## src/inc/mpfc_pkg.sv

```systemverilog
package mpfc_pkg;

   // register indices; byte address is four times the index
   localparam logic [7:0] IDX_TX_CHANNEL = 8'h02;
   localparam logic [7:0] IDX_TX_CONTROL = 8'h03;
   localparam logic [7:0] IDX_RX_CHANNEL = 8'h04;
   localparam logic [7:0] IDX_RX_CONTROL = 8'h05;
   localparam logic [7:0] IDX_TONE_PTR = 8'h0c;
   localparam logic [7:0] IDX_TONE_DATA = 8'h0d;
   localparam logic [7:0] IDX_RX_HDR_STAT = 8'h10;
   localparam logic [7:0] IDX_FRAME_STAT = 8'h11;
   localparam logic [7:0] IDX_BURST_CTL = 8'h12;

   localparam logic [7:0] TX_CHANNEL_RST = 8'h00;
   localparam logic [7:0] TX_CONTROL_RST = 8'h00;
   localparam logic [7:0] RX_CHANNEL_RST = 8'h00;
   localparam logic [7:0] RX_CONTROL_RST = 8'h00;
   localparam logic [5:0] TONE_PTR_RST = 6'h00;
   localparam logic [7:0] TONE_NULL_RST = 8'hff;

   // writable bits; reserved bits read zero
   localparam logic [7:0] CHANNEL_MASK = 8'h7f;
   localparam logic [7:0] TX_CONTROL_MASK = 8'hfd;
   localparam logic [7:0] RX_CONTROL_MASK = 8'h0f;

   localparam int CTL_PT_BIT = 0;
   localparam int RX_HEADER_PT_PROCESSING_BIT = 1;
   localparam int PTR_RESET_BIT = 6;
   localparam int AXI_IDX_LSB = 2;

   localparam logic [5:0] TONE_PTR_LAST = 6'h2f;
   localparam logic [5:0] TONE_ENTRIES = 6'h30;
   localparam logic [1:0] BAND_ALL = 2'h3;

   // longest setup or hold window, in link clock periods
   localparam logic [7:0] PARAM_WINDOW_MAX = 8'h80;

   localparam logic [4:0] RATE_LOWEST = 5'h00;
   localparam logic [4:0] RATE_TOP_CC = 5'h0b;
   localparam logic [4:0] RATE_RSV_LO = 5'h0c;
   localparam logic [4:0] RATE_RSV_HI = 5'h12;
   localparam logic [4:0] RATE_LDPC_RSV_LO = 5'h18;

   localparam logic [1:0] RESP_OKAY = 2'h0;
   localparam logic [1:0] RESP_DECERR = 2'h3;

   typedef enum logic [1:0] {
      RX_OFF = 2'b01,
      RX_ON = 2'b10
   } mpfc_rx_e;

   typedef struct packed {
      logic [7:0] channel;
      logic [7:0] control;
   } mpfc_tx_param_s;

   typedef struct packed {
      logic [7:0] channel;
      logic [7:0] control;
      logic preamble;
   } mpfc_rx_param_s;

   typedef struct packed {
      logic valid;
      logic burst;
      logic preamble;
      logic [4:0] rate;
   } mpfc_rx_hdr_s;

endpackage

```

## src/core/mpfc_tone_map.sv

```systemverilog
`timescale 1ns/1ns
module mpfc_tone_map (
   input wire logic clk,
   input wire logic rst_n,
   input wire logic wr_en,
   input wire logic [5:0] wr_idx,
   input wire logic [7:0] wr_data,
   input wire logic clr_en,
   input wire logic [1:0] clr_band,
   input wire logic [5:0] rd_idx,
   output logic [7:0] rd_data,
   input wire logic [5:0] dp_idx,
   output logic [7:0] dp_mask
);

   // bit n of an entry is subcarrier 8*addr-64+n, lowest first; 0 nulls it
   logic [7:0] map [48];

   always_ff @(posedge clk or negedge rst_n) begin
      if (!rst_n) begin
         for (int i = 0; i < 48; i++) begin
            map[i] <= mpfc_pkg::TONE_NULL_RST;
         end
      end else if (clr_en) begin
         for (int i = 0; i < 48; i++) begin
            if (clr_band == mpfc_pkg::BAND_ALL || i[5:4] == clr_band) begin
               map[i] <= mpfc_pkg::TONE_NULL_RST;
            end
         end
      end else if (wr_en && wr_idx < mpfc_pkg::TONE_ENTRIES) begin
         map[wr_idx] <= wr_data;
      end
   end

   always_comb begin
      rd_data = mpfc_pkg::TONE_NULL_RST;
      if (rd_idx < mpfc_pkg::TONE_ENTRIES) begin
         rd_data = map[rd_idx];
      end
   end

   // out-of-range band reads as all active
   always_ff @(posedge clk or negedge rst_n) begin
      if (!rst_n) begin
         dp_mask <= mpfc_pkg::TONE_NULL_RST;
      end else if (dp_idx < mpfc_pkg::TONE_ENTRIES) begin
         dp_mask <= map[dp_idx];
      end else begin
         dp_mask <= mpfc_pkg::TONE_NULL_RST;
      end
   end

endmodule

```

## src/core/mpfc_frame_param_ctrl.sv

```systemverilog
`timescale 1ns/1ns
module mpfc_frame_param_ctrl (
   input wire logic CLK_SYS,
   input wire logic RST_N,
   input wire logic [11:0] S_AXI_AWADDR,
   input wire logic S_AXI_AWVALID,
   output logic S_AXI_AWREADY,
   input wire logic [31:0] S_AXI_WDATA,
   input wire logic [3:0] S_AXI_WSTRB,
   input wire logic S_AXI_WVALID,
   output logic S_AXI_WREADY,
   output logic [1:0] S_AXI_BRESP,
   output logic S_AXI_BVALID,
   input wire logic S_AXI_BREADY,
   input wire logic [11:0] S_AXI_ARADDR,
   input wire logic S_AXI_ARVALID,
   output logic S_AXI_ARREADY,
   output logic [31:0] S_AXI_RDATA,
   output logic [1:0] S_AXI_RRESP,
   output logic S_AXI_RVALID,
   input wire logic S_AXI_RREADY,
   input wire logic PCLK,
   input wire logic TX_EN,
   input wire logic RX_EN,
   input wire logic PHY_ACTIVITY_IND,
   input wire mpfc_pkg::mpfc_rx_hdr_s RX_HDR,
   output mpfc_pkg::mpfc_tx_param_s TX_PARAM,
   output mpfc_pkg::mpfc_rx_param_s RX_PARAM,
   input wire logic [5:0] TONE_IDX,
   output logic [7:0] TONE_MASK
);

   function automatic logic [5:0] tone_ptr_inc(input logic [5:0] p);
      if (p == mpfc_pkg::TONE_PTR_LAST) begin
         return 6'h00;
      end
      return p + 6'h01;
   endfunction

   function automatic logic reg_known(input logic [7:0] idx);
      case (idx)
         mpfc_pkg::IDX_TX_CHANNEL,
         mpfc_pkg::IDX_TX_CONTROL,
         mpfc_pkg::IDX_RX_CHANNEL,
         mpfc_pkg::IDX_RX_CONTROL,
         mpfc_pkg::IDX_TONE_PTR,
         mpfc_pkg::IDX_TONE_DATA,
         mpfc_pkg::IDX_RX_HDR_STAT,
         mpfc_pkg::IDX_FRAME_STAT,
         mpfc_pkg::IDX_BURST_CTL: return 1'b1;
         default: return 1'b0;
      endcase
   endfunction

   function automatic logic rate_reserved(input logic [4:0] r);
      return (r >= mpfc_pkg::RATE_RSV_LO && r <= mpfc_pkg::RATE_RSV_HI) ||
             r >= mpfc_pkg::RATE_LDPC_RSV_LO;
   endfunction

   // link-side inputs
   logic pclk_q1, pclk_q2, pclk_q3;
   logic tx_en_q1, tx_en_q2, rx_en_q1, rx_en_q2;
   logic tx_en_pc, rx_en_pc, active_q;

   // software registers
   logic [7:0] tx_channel_sel, tx_frame_control, rx_channel_sel, rx_frame_control;
   logic [5:0] tone_map_pointer;
   logic burst_en;

   // last received header
   logic hdr_burst, hdr_preamble;
   logic [4:0] hdr_rate;

   mpfc_pkg::mpfc_rx_e rx_state;

   // bus side
   logic aw_held, w_held, w_lane0, wr_fire, rd_fire;
   logic [7:0] aw_idx, w_byte, ar_idx, tone_rd;
   logic [31:0] next_rdata;
   logic tone_wr, tone_clr, tone_rd_hit;

   logic pclk_rise, tx_start, rx_start, active_fall, rx_reload, next_preamble;

   // two flops before any logic looks at PCLK, TX_EN or RX_EN
   always_ff @(posedge CLK_SYS or negedge RST_N) begin
      if (!RST_N) begin
         pclk_q1 <= 1'b0;
         pclk_q2 <= 1'b0;
         pclk_q3 <= 1'b0;
         tx_en_q1 <= 1'b0;
         tx_en_q2 <= 1'b0;
         rx_en_q1 <= 1'b0;
         rx_en_q2 <= 1'b0;
      end else begin
         pclk_q1 <= PCLK;
         pclk_q2 <= pclk_q1;
         pclk_q3 <= pclk_q2;
         tx_en_q1 <= TX_EN;
         tx_en_q2 <= tx_en_q1;
         rx_en_q1 <= RX_EN;
         rx_en_q2 <= rx_en_q1;
      end
   end

   assign pclk_rise = pclk_q2 & ~pclk_q3;

   // enables are judged only at link clock edges, as the MAC drives them
   always_ff @(posedge CLK_SYS or negedge RST_N) begin
      if (!RST_N) begin
         tx_en_pc <= 1'b0;
         rx_en_pc <= 1'b0;
      end else if (pclk_rise) begin
         tx_en_pc <= tx_en_q2;
         rx_en_pc <= rx_en_q2;
      end
   end

   // activity comes from our own receive path, same clock
   always_ff @(posedge CLK_SYS or negedge RST_N) begin
      if (!RST_N) begin
         active_q <= 1'b0;
      end else begin
         active_q <= PHY_ACTIVITY_IND;
      end
   end

   assign tx_start = pclk_rise & tx_en_q2 & ~tx_en_pc;
   assign rx_start = pclk_rise & rx_en_q2 & ~rx_en_pc;
   assign active_fall = active_q & ~PHY_ACTIVITY_IND;
   // a fresh enable in the same cycle wins over the burst reload
   assign rx_reload = active_fall & rx_en_pc & (rx_state == mpfc_pkg::RX_ON) & ~rx_start;

   // capture happens within three system clocks of the link rise, well inside even a one-period hold window
   always_ff @(posedge CLK_SYS or negedge RST_N) begin
      if (!RST_N) begin
         TX_PARAM <= '0;
      end else if (tx_start) begin
         TX_PARAM.channel <= tx_channel_sel;
         TX_PARAM.control <= tx_frame_control;
      end
   end

   always_comb begin
      next_preamble = rx_frame_control[mpfc_pkg::CTL_PT_BIT];
      if (burst_en && rx_frame_control[mpfc_pkg::RX_HEADER_PT_PROCESSING_BIT] && hdr_burst) begin
         next_preamble = hdr_preamble;
      end
   end

   always_ff @(posedge CLK_SYS or negedge RST_N) begin
      if (!RST_N) begin
         RX_PARAM <= '0;
      end else if (rx_start) begin
         RX_PARAM.channel <= rx_channel_sel;
         RX_PARAM.control <= rx_frame_control;
         RX_PARAM.preamble <= rx_frame_control[mpfc_pkg::CTL_PT_BIT];
      end else if (rx_reload) begin
         RX_PARAM.channel <= rx_channel_sel;
         RX_PARAM.control <= rx_frame_control;
         RX_PARAM.preamble <= next_preamble;
      end
   end

   always_ff @(posedge CLK_SYS or negedge RST_N) begin
      if (!RST_N) begin
         rx_state <= mpfc_pkg::RX_OFF;
      end else begin
         case (rx_state)
            mpfc_pkg::RX_OFF: begin
               if (rx_start) begin
                  rx_state <= mpfc_pkg::RX_ON;
               end
            end
            mpfc_pkg::RX_ON: begin
               if (pclk_rise && !rx_en_q2) begin
                  rx_state <= mpfc_pkg::RX_OFF;
               end
            end
            default: rx_state <= mpfc_pkg::RX_OFF;
         endcase
      end
   end

   // header bits of the frame just received feed the next burst frame
   always_ff @(posedge CLK_SYS or negedge RST_N) begin
      if (!RST_N) begin
         hdr_burst <= 1'b0;
         hdr_preamble <= 1'b0;
         hdr_rate <= mpfc_pkg::RATE_LOWEST;
      end else if (RX_HDR.valid) begin
         hdr_burst <= RX_HDR.burst;
         hdr_preamble <= RX_HDR.preamble;
         hdr_rate <= RX_HDR.rate;
      end
   end

   // write channel: address and data taken in either order
   assign S_AXI_AWREADY = ~aw_held & ~S_AXI_BVALID;
   assign S_AXI_WREADY = ~w_held & ~S_AXI_BVALID;
   assign wr_fire = aw_held & w_held & ~S_AXI_BVALID;

   always_ff @(posedge CLK_SYS or negedge RST_N) begin
      if (!RST_N) begin
         aw_held <= 1'b0;
         aw_idx <= 8'h00;
      end else if (S_AXI_AWVALID && S_AXI_AWREADY) begin
         aw_held <= 1'b1;
         aw_idx <= S_AXI_AWADDR[9:mpfc_pkg::AXI_IDX_LSB];
      end else if (wr_fire) begin
         aw_held <= 1'b0;
      end
   end

   always_ff @(posedge CLK_SYS or negedge RST_N) begin
      if (!RST_N) begin
         w_held <= 1'b0;
         w_byte <= 8'h00;
         w_lane0 <= 1'b0;
      end else if (S_AXI_WVALID && S_AXI_WREADY) begin
         w_held <= 1'b1;
         w_byte <= S_AXI_WDATA[7:0];
         w_lane0 <= S_AXI_WSTRB[0];
      end else if (wr_fire) begin
         w_held <= 1'b0;
      end
   end

   always_ff @(posedge CLK_SYS or negedge RST_N) begin
      if (!RST_N) begin
         S_AXI_BVALID <= 1'b0;
         S_AXI_BRESP <= mpfc_pkg::RESP_OKAY;
      end else if (wr_fire) begin
         S_AXI_BVALID <= 1'b1;
         S_AXI_BRESP <= reg_known(aw_idx) ? mpfc_pkg::RESP_OKAY : mpfc_pkg::RESP_DECERR;
      end else if (S_AXI_BREADY) begin
         S_AXI_BVALID <= 1'b0;
      end
   end

   // writes go straight into the live registers; frames run from shadows
   always_ff @(posedge CLK_SYS or negedge RST_N) begin
      if (!RST_N) begin
         tx_channel_sel <= mpfc_pkg::TX_CHANNEL_RST;
         tx_frame_control <= mpfc_pkg::TX_CONTROL_RST;
         rx_channel_sel <= mpfc_pkg::RX_CHANNEL_RST;
         rx_frame_control <= mpfc_pkg::RX_CONTROL_RST;
         burst_en <= 1'b0;
      end else if (wr_fire && w_lane0) begin
         case (aw_idx)
            mpfc_pkg::IDX_TX_CHANNEL: tx_channel_sel <= w_byte & mpfc_pkg::CHANNEL_MASK;
            mpfc_pkg::IDX_TX_CONTROL: tx_frame_control <= w_byte & mpfc_pkg::TX_CONTROL_MASK;
            mpfc_pkg::IDX_RX_CHANNEL: rx_channel_sel <= w_byte & mpfc_pkg::CHANNEL_MASK;
            mpfc_pkg::IDX_RX_CONTROL: rx_frame_control <= w_byte & mpfc_pkg::RX_CONTROL_MASK;
            mpfc_pkg::IDX_BURST_CTL: burst_en <= w_byte[0];
            default: ;
         endcase
      end
   end

   // reads stall while a write completes, so one tone access per cycle
   assign S_AXI_ARREADY = ~S_AXI_RVALID & ~wr_fire;
   assign rd_fire = S_AXI_ARVALID & S_AXI_ARREADY;
   assign ar_idx = S_AXI_ARADDR[9:mpfc_pkg::AXI_IDX_LSB];

   assign tone_wr = wr_fire & w_lane0 & (aw_idx == mpfc_pkg::IDX_TONE_DATA);
   assign tone_clr = wr_fire & w_lane0 & (aw_idx == mpfc_pkg::IDX_TONE_PTR) &
                     w_byte[mpfc_pkg::PTR_RESET_BIT];
   assign tone_rd_hit = rd_fire & (ar_idx == mpfc_pkg::IDX_TONE_DATA);

   // no double buffering: pointer moves at once on every tone data access
   always_ff @(posedge CLK_SYS or negedge RST_N) begin
      if (!RST_N) begin
         tone_map_pointer <= mpfc_pkg::TONE_PTR_RST;
      end else if (wr_fire && w_lane0 && aw_idx == mpfc_pkg::IDX_TONE_PTR) begin
         tone_map_pointer <= w_byte[5:0];
      end else if (tone_wr || tone_rd_hit) begin
         tone_map_pointer <= tone_ptr_inc(tone_map_pointer);
      end
   end

   always_comb begin
      next_rdata = 32'h0000_0000;
      case (ar_idx)
         mpfc_pkg::IDX_TX_CHANNEL: next_rdata[7:0] = tx_channel_sel;
         mpfc_pkg::IDX_TX_CONTROL: next_rdata[7:0] = tx_frame_control;
         mpfc_pkg::IDX_RX_CHANNEL: next_rdata[7:0] = rx_channel_sel;
         mpfc_pkg::IDX_RX_CONTROL: next_rdata[7:0] = rx_frame_control;
         mpfc_pkg::IDX_TONE_PTR: next_rdata[5:0] = tone_map_pointer;
         mpfc_pkg::IDX_TONE_DATA: next_rdata[7:0] = tone_rd;
         mpfc_pkg::IDX_RX_HDR_STAT: begin
            next_rdata[4:0] = hdr_rate;
            next_rdata[5] = hdr_preamble;
            next_rdata[6] = hdr_burst;
            next_rdata[7] = rate_reserved(hdr_rate);
         end
         mpfc_pkg::IDX_FRAME_STAT: begin
            next_rdata[7:0] = TX_PARAM.control;
            next_rdata[15:8] = RX_PARAM.control;
            next_rdata[16] = RX_PARAM.preamble;
            next_rdata[17] = (rx_state == mpfc_pkg::RX_ON);
         end
         mpfc_pkg::IDX_BURST_CTL: next_rdata[0] = burst_en;
         default: next_rdata = 32'h0000_0000;
      endcase
   end

   always_ff @(posedge CLK_SYS or negedge RST_N) begin
      if (!RST_N) begin
         S_AXI_RVALID <= 1'b0;
         S_AXI_RDATA <= 32'h0000_0000;
         S_AXI_RRESP <= mpfc_pkg::RESP_OKAY;
      end else if (rd_fire) begin
         S_AXI_RVALID <= 1'b1;
         S_AXI_RDATA <= next_rdata;
         S_AXI_RRESP <= reg_known(ar_idx) ? mpfc_pkg::RESP_OKAY : mpfc_pkg::RESP_DECERR;
      end else if (S_AXI_RREADY) begin
         S_AXI_RVALID <= 1'b0;
      end
   end

   mpfc_tone_map i_mpfc_tone_map (
      .clk(CLK_SYS),
      .rst_n(RST_N),
      .wr_en(tone_wr),
      .wr_idx(tone_map_pointer),
      .wr_data(w_byte),
      .clr_en(tone_clr),
      .clr_band(w_byte[5:4]),
      .rd_idx(tone_map_pointer),
      .rd_data(tone_rd),
      .dp_idx(TONE_IDX),
      .dp_mask(TONE_MASK)
   );

endmodule

```

## config.mk

```make
export PLATFORM = sky130hd
export DESIGN_NAME = mpfc_frame_param_ctrl
export DESIGN_NICKNAME = d
export VERILOG_FILES = /design/src/inc/mpfc_pkg.sv /design/src/core/mpfc_tone_map.sv /design/src/core/mpfc_frame_param_ctrl.sv
export SDC_FILE = /design/constraint.sdc
export NUM_CORES = 1
export LEC_CHECK = 0
export BUFFER_PORTS_ARGS = -buffer_cell sky130_fd_sc_hd__buf_2
export CAP_MARGIN = 0
export CORE_ASPECT_RATIO = 1.2
export CORE_MARGIN = 2
export CORE_UTILIZATION = 40
export DETAILED_ROUTE_END_ITERATION = 16
export GPL_TIMING_DRIVEN = 1
export PLACE_DENSITY_LB_ADDON = 0.12
export SYNTH_ARGS = -nofsm -noshare
export SYNTH_HDL_FRONTEND = slang
export SYNTH_SLANG_ARGS = --single-unit
```

## constraint.sdc

```tcl
create_clock -name CLK_SYS -period 2.7 [get_ports CLK_SYS]
set_clock_uncertainty 0.1 [all_clocks]
set_input_delay 0.135 -clock CLK_SYS [delete_from_list [all_inputs] [get_ports CLK_SYS]]
set_output_delay 0.135 -clock CLK_SYS [all_outputs]
set_load 0.01 [all_outputs]
```

==> run summary, run 1 <==
antenna violations before repair: 5
Synth Instances: 2,423
CP Launch Type: flip-flop
Unique masters post-synth: 74
die area: 68,500 um2
most frequent cells in the layout: dfstp_2 (393), a21oi_1 (310), nor2_1 (282)
multi-input logic area: 12,900 um2
First-pass DRT Iterations: 6
Synth Area per Inst: 11.0 um2
antenna cells: 0
CTS Buffer Depth: 3
DRC: 0
Vias/cell: 6.20
Power Dens Cells: 803 nW/um2
Worst slew margin: 23.3%
Cell Rows: 103
Num CTS Buffers: 56
Die Ht: 286 um
crit path cell chain: buf_4, buf_12, mux2_2, a221o_1, a222oi_1, buf_4, o21ai_0, nor4b_2, buf_4, o21ai_0
maximum fanout along the worst path: 10
crit path DAT: 3.13 ns
global-route wire length before repair: 151 mm
RSZ-0062 raised after global routing: yes
nets: 2,850
final wirelength: 102 mm
status: complete, but fails checks
Die W: 239 um
peak supply drop: 0.457 mV
failing checks: negative setup slack
Total GRT Usage: 29.6%
core area: 65,700 um2
Post-Place Cells: 3,474
final hold viol count: 0
Yosys top cell by area: dfstp_2
H-tree depth: 2
CP max stage cell: dfrtp_4
design area: 33,800 um2
most common cell after layout, fill and taps aside: dfstp_2
Final Critical Period: 2.73 ns
fmax: 367 MHz
reg2reg path depth: 10
post-synthesis sequential area ratio: 49.5%
GP Congestion: 0.955
routed len/inst: 27.9 um
Slew Limit Fails: 0
synth top area cells: dfstp_2 (39%), dfrtp_1 (11%), mux4_2 (11%), a21oi_1 (6.3%), nor2_1 (4.4%)
Worst-Margin Slew: 1.15 ns
CP max stage delay: 0.49 ns
total number of vias: 22,600
GR Overflow Total: 0
FF+latch count, synth: 506
Post-synth EDFFs: 0
layout cells sized above 1: 46.0%
later-pin clock latency in the skew report: 0.63 ns
post-synth top area share: 38.8%
DP Wirelength: 72.9 mm
largest net degree at the start of global routing: 119
fill count: 5,781
Mapped Area: 26,600 um2
clock sink count: 506
crit path capture: S_AXI_RDATA[2]
R2R setup slack: -0.03 ns
Critical R2R Launch: tone_map_pointer[0]
vias in the first global route: 22,700
Pleak: 0.0137 uW
Crit path top cell by count: buf_4
Starting Density: 40.4%
IO Pins: 167
Final ANT Viol Nets: 0
CTS root buf: clkbuf_16
critical path class: reg -> reg
data required time of the worst path: 3.10 ns
Placed Area: 30,500 um2
register area: 13,200 um2
clk slew on worst S/H paths: 0.07 ns
Period Utilization, post-route: 101%
final worst setup slack: -0.0253 ns
Starting DRT DRC Count: 2,019
asr flop ratio synth: 100%
IO buf count: 106
YS warnings: 0
r2r endpoint: S_AXI_RDATA[2]
Critical path origin: tone_map_pointer[0]
Hold Crit Class: in -> reg
crit end category: flip-flop
Setup-failing EPs final: 2
CTS tree: built
max cap viols: 0
ys flop type: dfstp_2
Setup TNS Final: -0.0265 ns
Layout area overhead: 27.3%
Post-Layout Cell Count: 3,644
==> report_power, final <==
| group | switching (uW) | internal [uW] | leakage [uW] |
|---|---|---|---|
| Sequential | 870 | 8610 | 0.00552 |
| Combinational | 5150 | 3390 | 0.00711 |
| Clock | 3380 | 5760 | 0.00107 |
==> through the flow <==
stage / util [%] / worst slack, ns / hold slack, ns / power (uW)
2_1_floorplan: - / 0.119 / -0.261 / 13200
3_3_place_gp: 46.4 / -0.0722 / -0.0138 / 17600
3_5_place_dp: 46.4 / -0.0954 / -0.00816 / 17700
4_1_cts: 50.7 / -0.00977 / 0.0248 / 27000
5_1_grt: 51.5 / -0.121 / 0.0488 / 28100
6_report: 51.5 / -0.0253 / 0.0489 / 27200
==> logic make-up after synthesis <==
logic type	after synthesis	share of synthesized area, %
flops	506	49.5
compound gates	760	18.4
buf+inv	254	4.18
other cells	1	0.0141
fa+ha+maj	6	0.282
mux	291	17.3
simple gates	605	10.3
==> layout make-up <==
type | instances | area share, %
clock inverters | 33 | 1.86
well taps | 840 | 3.11
repair buffers | 480 | 13.1
clock buffers | 70 | 4.66
multi-input cells | 1688 | 38.1
inverters | 27 | 0.300
flip-flops and latches | 506 | 38.9
==> worst min path at each step <==
| stage | slack, ns | startpoint | to | cells past startpoint |
|---|---|---|---|---|
| after floorplan | -0.26 | RST_N | RX_PARAM[0] | 0 |
| after global placement | -0.01 | RST_N | w_byte[6] | 1 |
| after detailed placement | -0.008 | RST_N | w_byte[6] | 1 |
| after CTS | 0.02 | PCLK | pclk_q1 | 2 |
| after global routing | 0.05 | RX_EN | rx_en_q1 | 2 |
| final | 0.05 | PCLK | pclk_q1 | 2 |
==> repair_timing <==
item / CTS / global route
cloned: 1 / 2
setup buffers: 4 / 11
endpoints found under the hold margin: 187 / 0
setup endpoints to repair: 201 / 177
hold buffers: 50 / 0
resized for setup: 24 / 101
pin swaps: 1 / 18
==> cells in the mapped netlist, types with 4 or more instances <==
cell type / number
dfstp_2: 393
a21oi_1: 333
nor2_1: 314
clkbuf_1: 150
mux4_2: 125
dfrtp_1: 113
mux2_2: 103
nor3_1: 103
o21ai_0: 91
nand2_1: 71
a2bb2oi_1: 66
a221oi_1: 63
mux2i_1: 63
a22oi_1: 40
buf_4: 32
o22ai_1: 31
inv_1: 27
buf_1: 24
buf_2: 19
a22o_1: 18
nand2b_1: 14
nand3_1: 14
nor2_2: 14
o21ai_1: 14
o21ai_2: 14
a31oi_1: 13
nor2b_1: 13
a221o_1: 11
and2_1: 9
nand3b_1: 8
o22a_1: 7
or3_1: 7
ha_1: 6
o2bb2ai_1: 6
a32oi_1: 5
and3b_1: 5
nor3b_1: 5
nor4_1: 5
o21ai_4: 5
o221ai_1: 5
o21a_1: 4
==> sequential cells by signal, summed over array words and instances, names as in the netlist, 8 cells and up <==
name / flops
aw_idx: 8
i_mpfc_tone_map.map: 384
TX_PARAM: 14
i_mpfc_tone_map.dp_mask: 8
w_byte: 8
RX_PARAM: 12
S_AXI_RDATA: 14
==> worst max-delay path, delay by kind of cell, from the launching register on <==
kind                   cells  cell delay, ns
AO/OA/AOI/OAI              4            0.76
multiplexers               1            0.27
AND/OR/NAND/NOR            1            0.31
flip-flops                 1            0.49
buffers and inverters      4            0.67
==> per-layer routing <==
layer / up-vias / track usage [%] / wire [um]
met4: 6 / 14.6 / 5700
met3: 271 / 4.42 / 6990
li1: 9706 / - / -
met2: 1043 / 48.2 / 48400
met1: 11600 / 38.7 / 40500
met5: - / 0 / 34
No activity file was read; power rests on OpenSTA's default activity.
==> run 2, diff against run 1 <==
- CORE_UTILIZATION: 40 -> 35
- MAX_ROUTING_LAYER: not set -> met4
- clock period: 2.7 -> 3.5 ns (I/O delays scaled with it)
==> run summary, run 2 (synthesized netlist as in run 1, its figures left out) <==
total number of vias: 21,800 (-3.3%)
Post-Layout Cell Count: 3,660 (+0.44%)
most common cell after layout, fill and taps aside: dfstp_2
Pleak: 0.0125 uW (-8.8%)
vias in the first global route: 22,200 (-2.3%)
Period Utilization, post-route: 98.7% (-2.2 points)
IO Pins: 167 (unchanged)
routed len/inst: 28.5 um (+2.0%)
Final ANT Viol Nets: 0 (unchanged)
reg2reg path depth: 9 (-1)
crit path DAT: 3.86 ns (+0.73 ns)
layout cells sized above 1: 40.0% (-6.0 points)
Num CTS Buffers: 56 (unchanged)
H-tree depth: 2 (unchanged)
final hold viol count: 0 (unchanged)
Post-Place Cells: 3,514 (+1.2%)
Starting Density: 35.4% (-5.1 points)
GR Overflow Total: 0 (unchanged)
maximum fanout along the worst path: 26 (+16)
Power Dens Cells: 611 nW/um2 (-24%)
die area: 78,200 um2 (+14%)
crit end category: flip-flop
Hold Crit Class: in -> async
Critical R2R Launch: tone_map_pointer[0]
Total GRT Usage: 27.3% (-2.3 points)
r2r endpoint: S_AXI_RDATA[0]
peak supply drop: 0.363 mV (-21%)
Setup-failing EPs final: 0 (-2)
antenna violations before repair: 2 (-3)
Die W: 256 um (+6.8%)
clk slew on worst S/H paths: 0.06 ns (about the same)
Vias/cell: 5.97 (-3.7%)
WHS: 0.0113 ns (-0.0376 ns)
Slew Limit Fails: 0 (unchanged)
max reg flops: 384 (unchanged)
global-route wire length before repair: 155 mm (+2.4%)
GP Congestion: 0.936 (-2.0%)
max cap viols: 0 (unchanged)
final wirelength: 104 mm (+2.5%)
Starting DRT DRC Count: 2,202 (+9.1%)
fmax: 289 MHz (-21%)
CTS root buf: clkbuf_16
setup bufs post-CTS: 0 (-4)
First-pass DRT Iterations: 5 (-1)
R2R setup slack: 0.05 ns (+0.07 ns)
DP Wirelength: 73.1 mm (+0.39%)
nets: 2,697 (-5.4%)
core area: 75,100 um2 (+14%)
status: complete, no violations
CP Launch Type: flip-flop
Top reg by flops: i_mpfc_tone_map.map
Final Critical Period: 3.45 ns (+0.729 ns)
CTS Buffer Depth: 3 (unchanged)
clock sink count: 506 (unchanged)
Worst-Margin Slew: 1.20 ns (+0.0506 ns)
DRC: 0 (unchanged)
largest net degree at the start of global routing: 92 (-23%)
RSZ-0062 raised after global routing: no
later-pin clock latency in the skew report: 0.63 ns (about the same)
CTS tree: built
IO buf count: 106 (unchanged)
critical path class: reg -> reg
Cell Rows: 110 (+6.8%)
most frequent cells in the layout: dfstp_2 (393), a21oi_1 (333), nor2_1 (306)
data required time of the worst path: 3.90 ns (+0.80 ns)
Layout area overhead: 18.5%
Largest regs: i_mpfc_tone_map.map x384, S_AXI_RDATA x14, TX_PARAM x14
Worst slew margin: 20.2% (-3.1 points)
Die Ht: 306 um (+6.8%)
run 2: cell types whose count changed in the layout (fill, tap and decap cells not counted), sizes merged, moves of 2 or more:
cell / delta
buf: -141
clkbuf: +6
diode: +2
inv: -2
clkinvlp: +2
dlygate4sd3: -8
bufinv: -12
clkinv: +2
run 2: worst max-delay path, stage by stage, from the launching register on:
cell and delay, ns:
dfrtp_4 0.71, buf_4 0.28, buf_4 0.23, mux2_2 0.35
nand2_1 0.07, a41oi_1 0.26, a2111oi_1 0.80, buf_4 0.24
and4b_1 0.21, nor3_1 0.05
run 2: routing by layer:
layer / GRT usage (%) / routed length, um / up-vias
met1: 34.0 / 42400 / 11300
li1: - / - / 9415
met3: 4.56 / 6600 / 222
met5: - / 0 / -
met4: 11.0 / 4540 / 0
met2: 44.3 / 50600 / 949
run 2: per-stage QoR:
stage | power (uW) | instance area (um2) | setup TNS [ns] | util (%) | worst slack, ns
after floorplan | 10200 | 26700 | 0 | - | 0.919
after global placement | 13000 | 29200 | -0.0515 | 38.8 | -0.0515
after detailed placement | 13100 | 29200 | -0.0237 | 38.8 | -0.0237
after CTS | 19300 | 31500 | 0 | 41.9 | 0.102
after global routing | 20000 | 31500 | 0 | 41.9 | 0.00745
final | 19200 | 31500 | 0 | 41.9 | 0.0457
run 2: power breakdown:
part / internal, uW / switching [uW]
registers: 6640 / 748
logic: 1980 / 3780
clock network: 3560 / 2540
total: 12200 / 7060
run 2: worst max path at each step:
stage | startpoint | endpoint | slack, ns | cells past startpoint
3_5_place_dp | tone_map_pointer[0] | S_AXI_RDATA[4] | -0.02 | 9
3_3_place_gp | tone_map_pointer[0] | S_AXI_RDATA[4] | -0.05 | 9
6_report | tone_map_pointer[0] | S_AXI_RDATA[0] | 0.05 | 9
5_1_grt | tone_map_pointer[0] | S_AXI_RDATA[5] | 0.007 | 10
2_1_floorplan | aw_idx[5] | i_mpfc_tone_map.map[247] | 0.92 | 9
4_1_cts | tone_map_pointer[0] | S_AXI_RDATA[0] | 0.10 | 9
run 2: repair_timing:
| item | in CTS | in global routing |
|---|---|---|
| resized for setup | 1 | 1 |
| hold buffers | 42 | 0 |
| pin swaps | 0 | 0 |
| hold endpoints to repair | 172 | 0 |
| endpoints found under the setup margin | 1 | 1 |
run 2: layout make-up:
class	instances	area, um2
fillers	7186	43700
flip-flops and latches	506	13200
multi-input cells	1687	12500
repair buffers	328	2580
clock buffers	79	1610
well taps	1008	1260
clock inverters	23	260
inverters	27	101
diodes	2	5.00
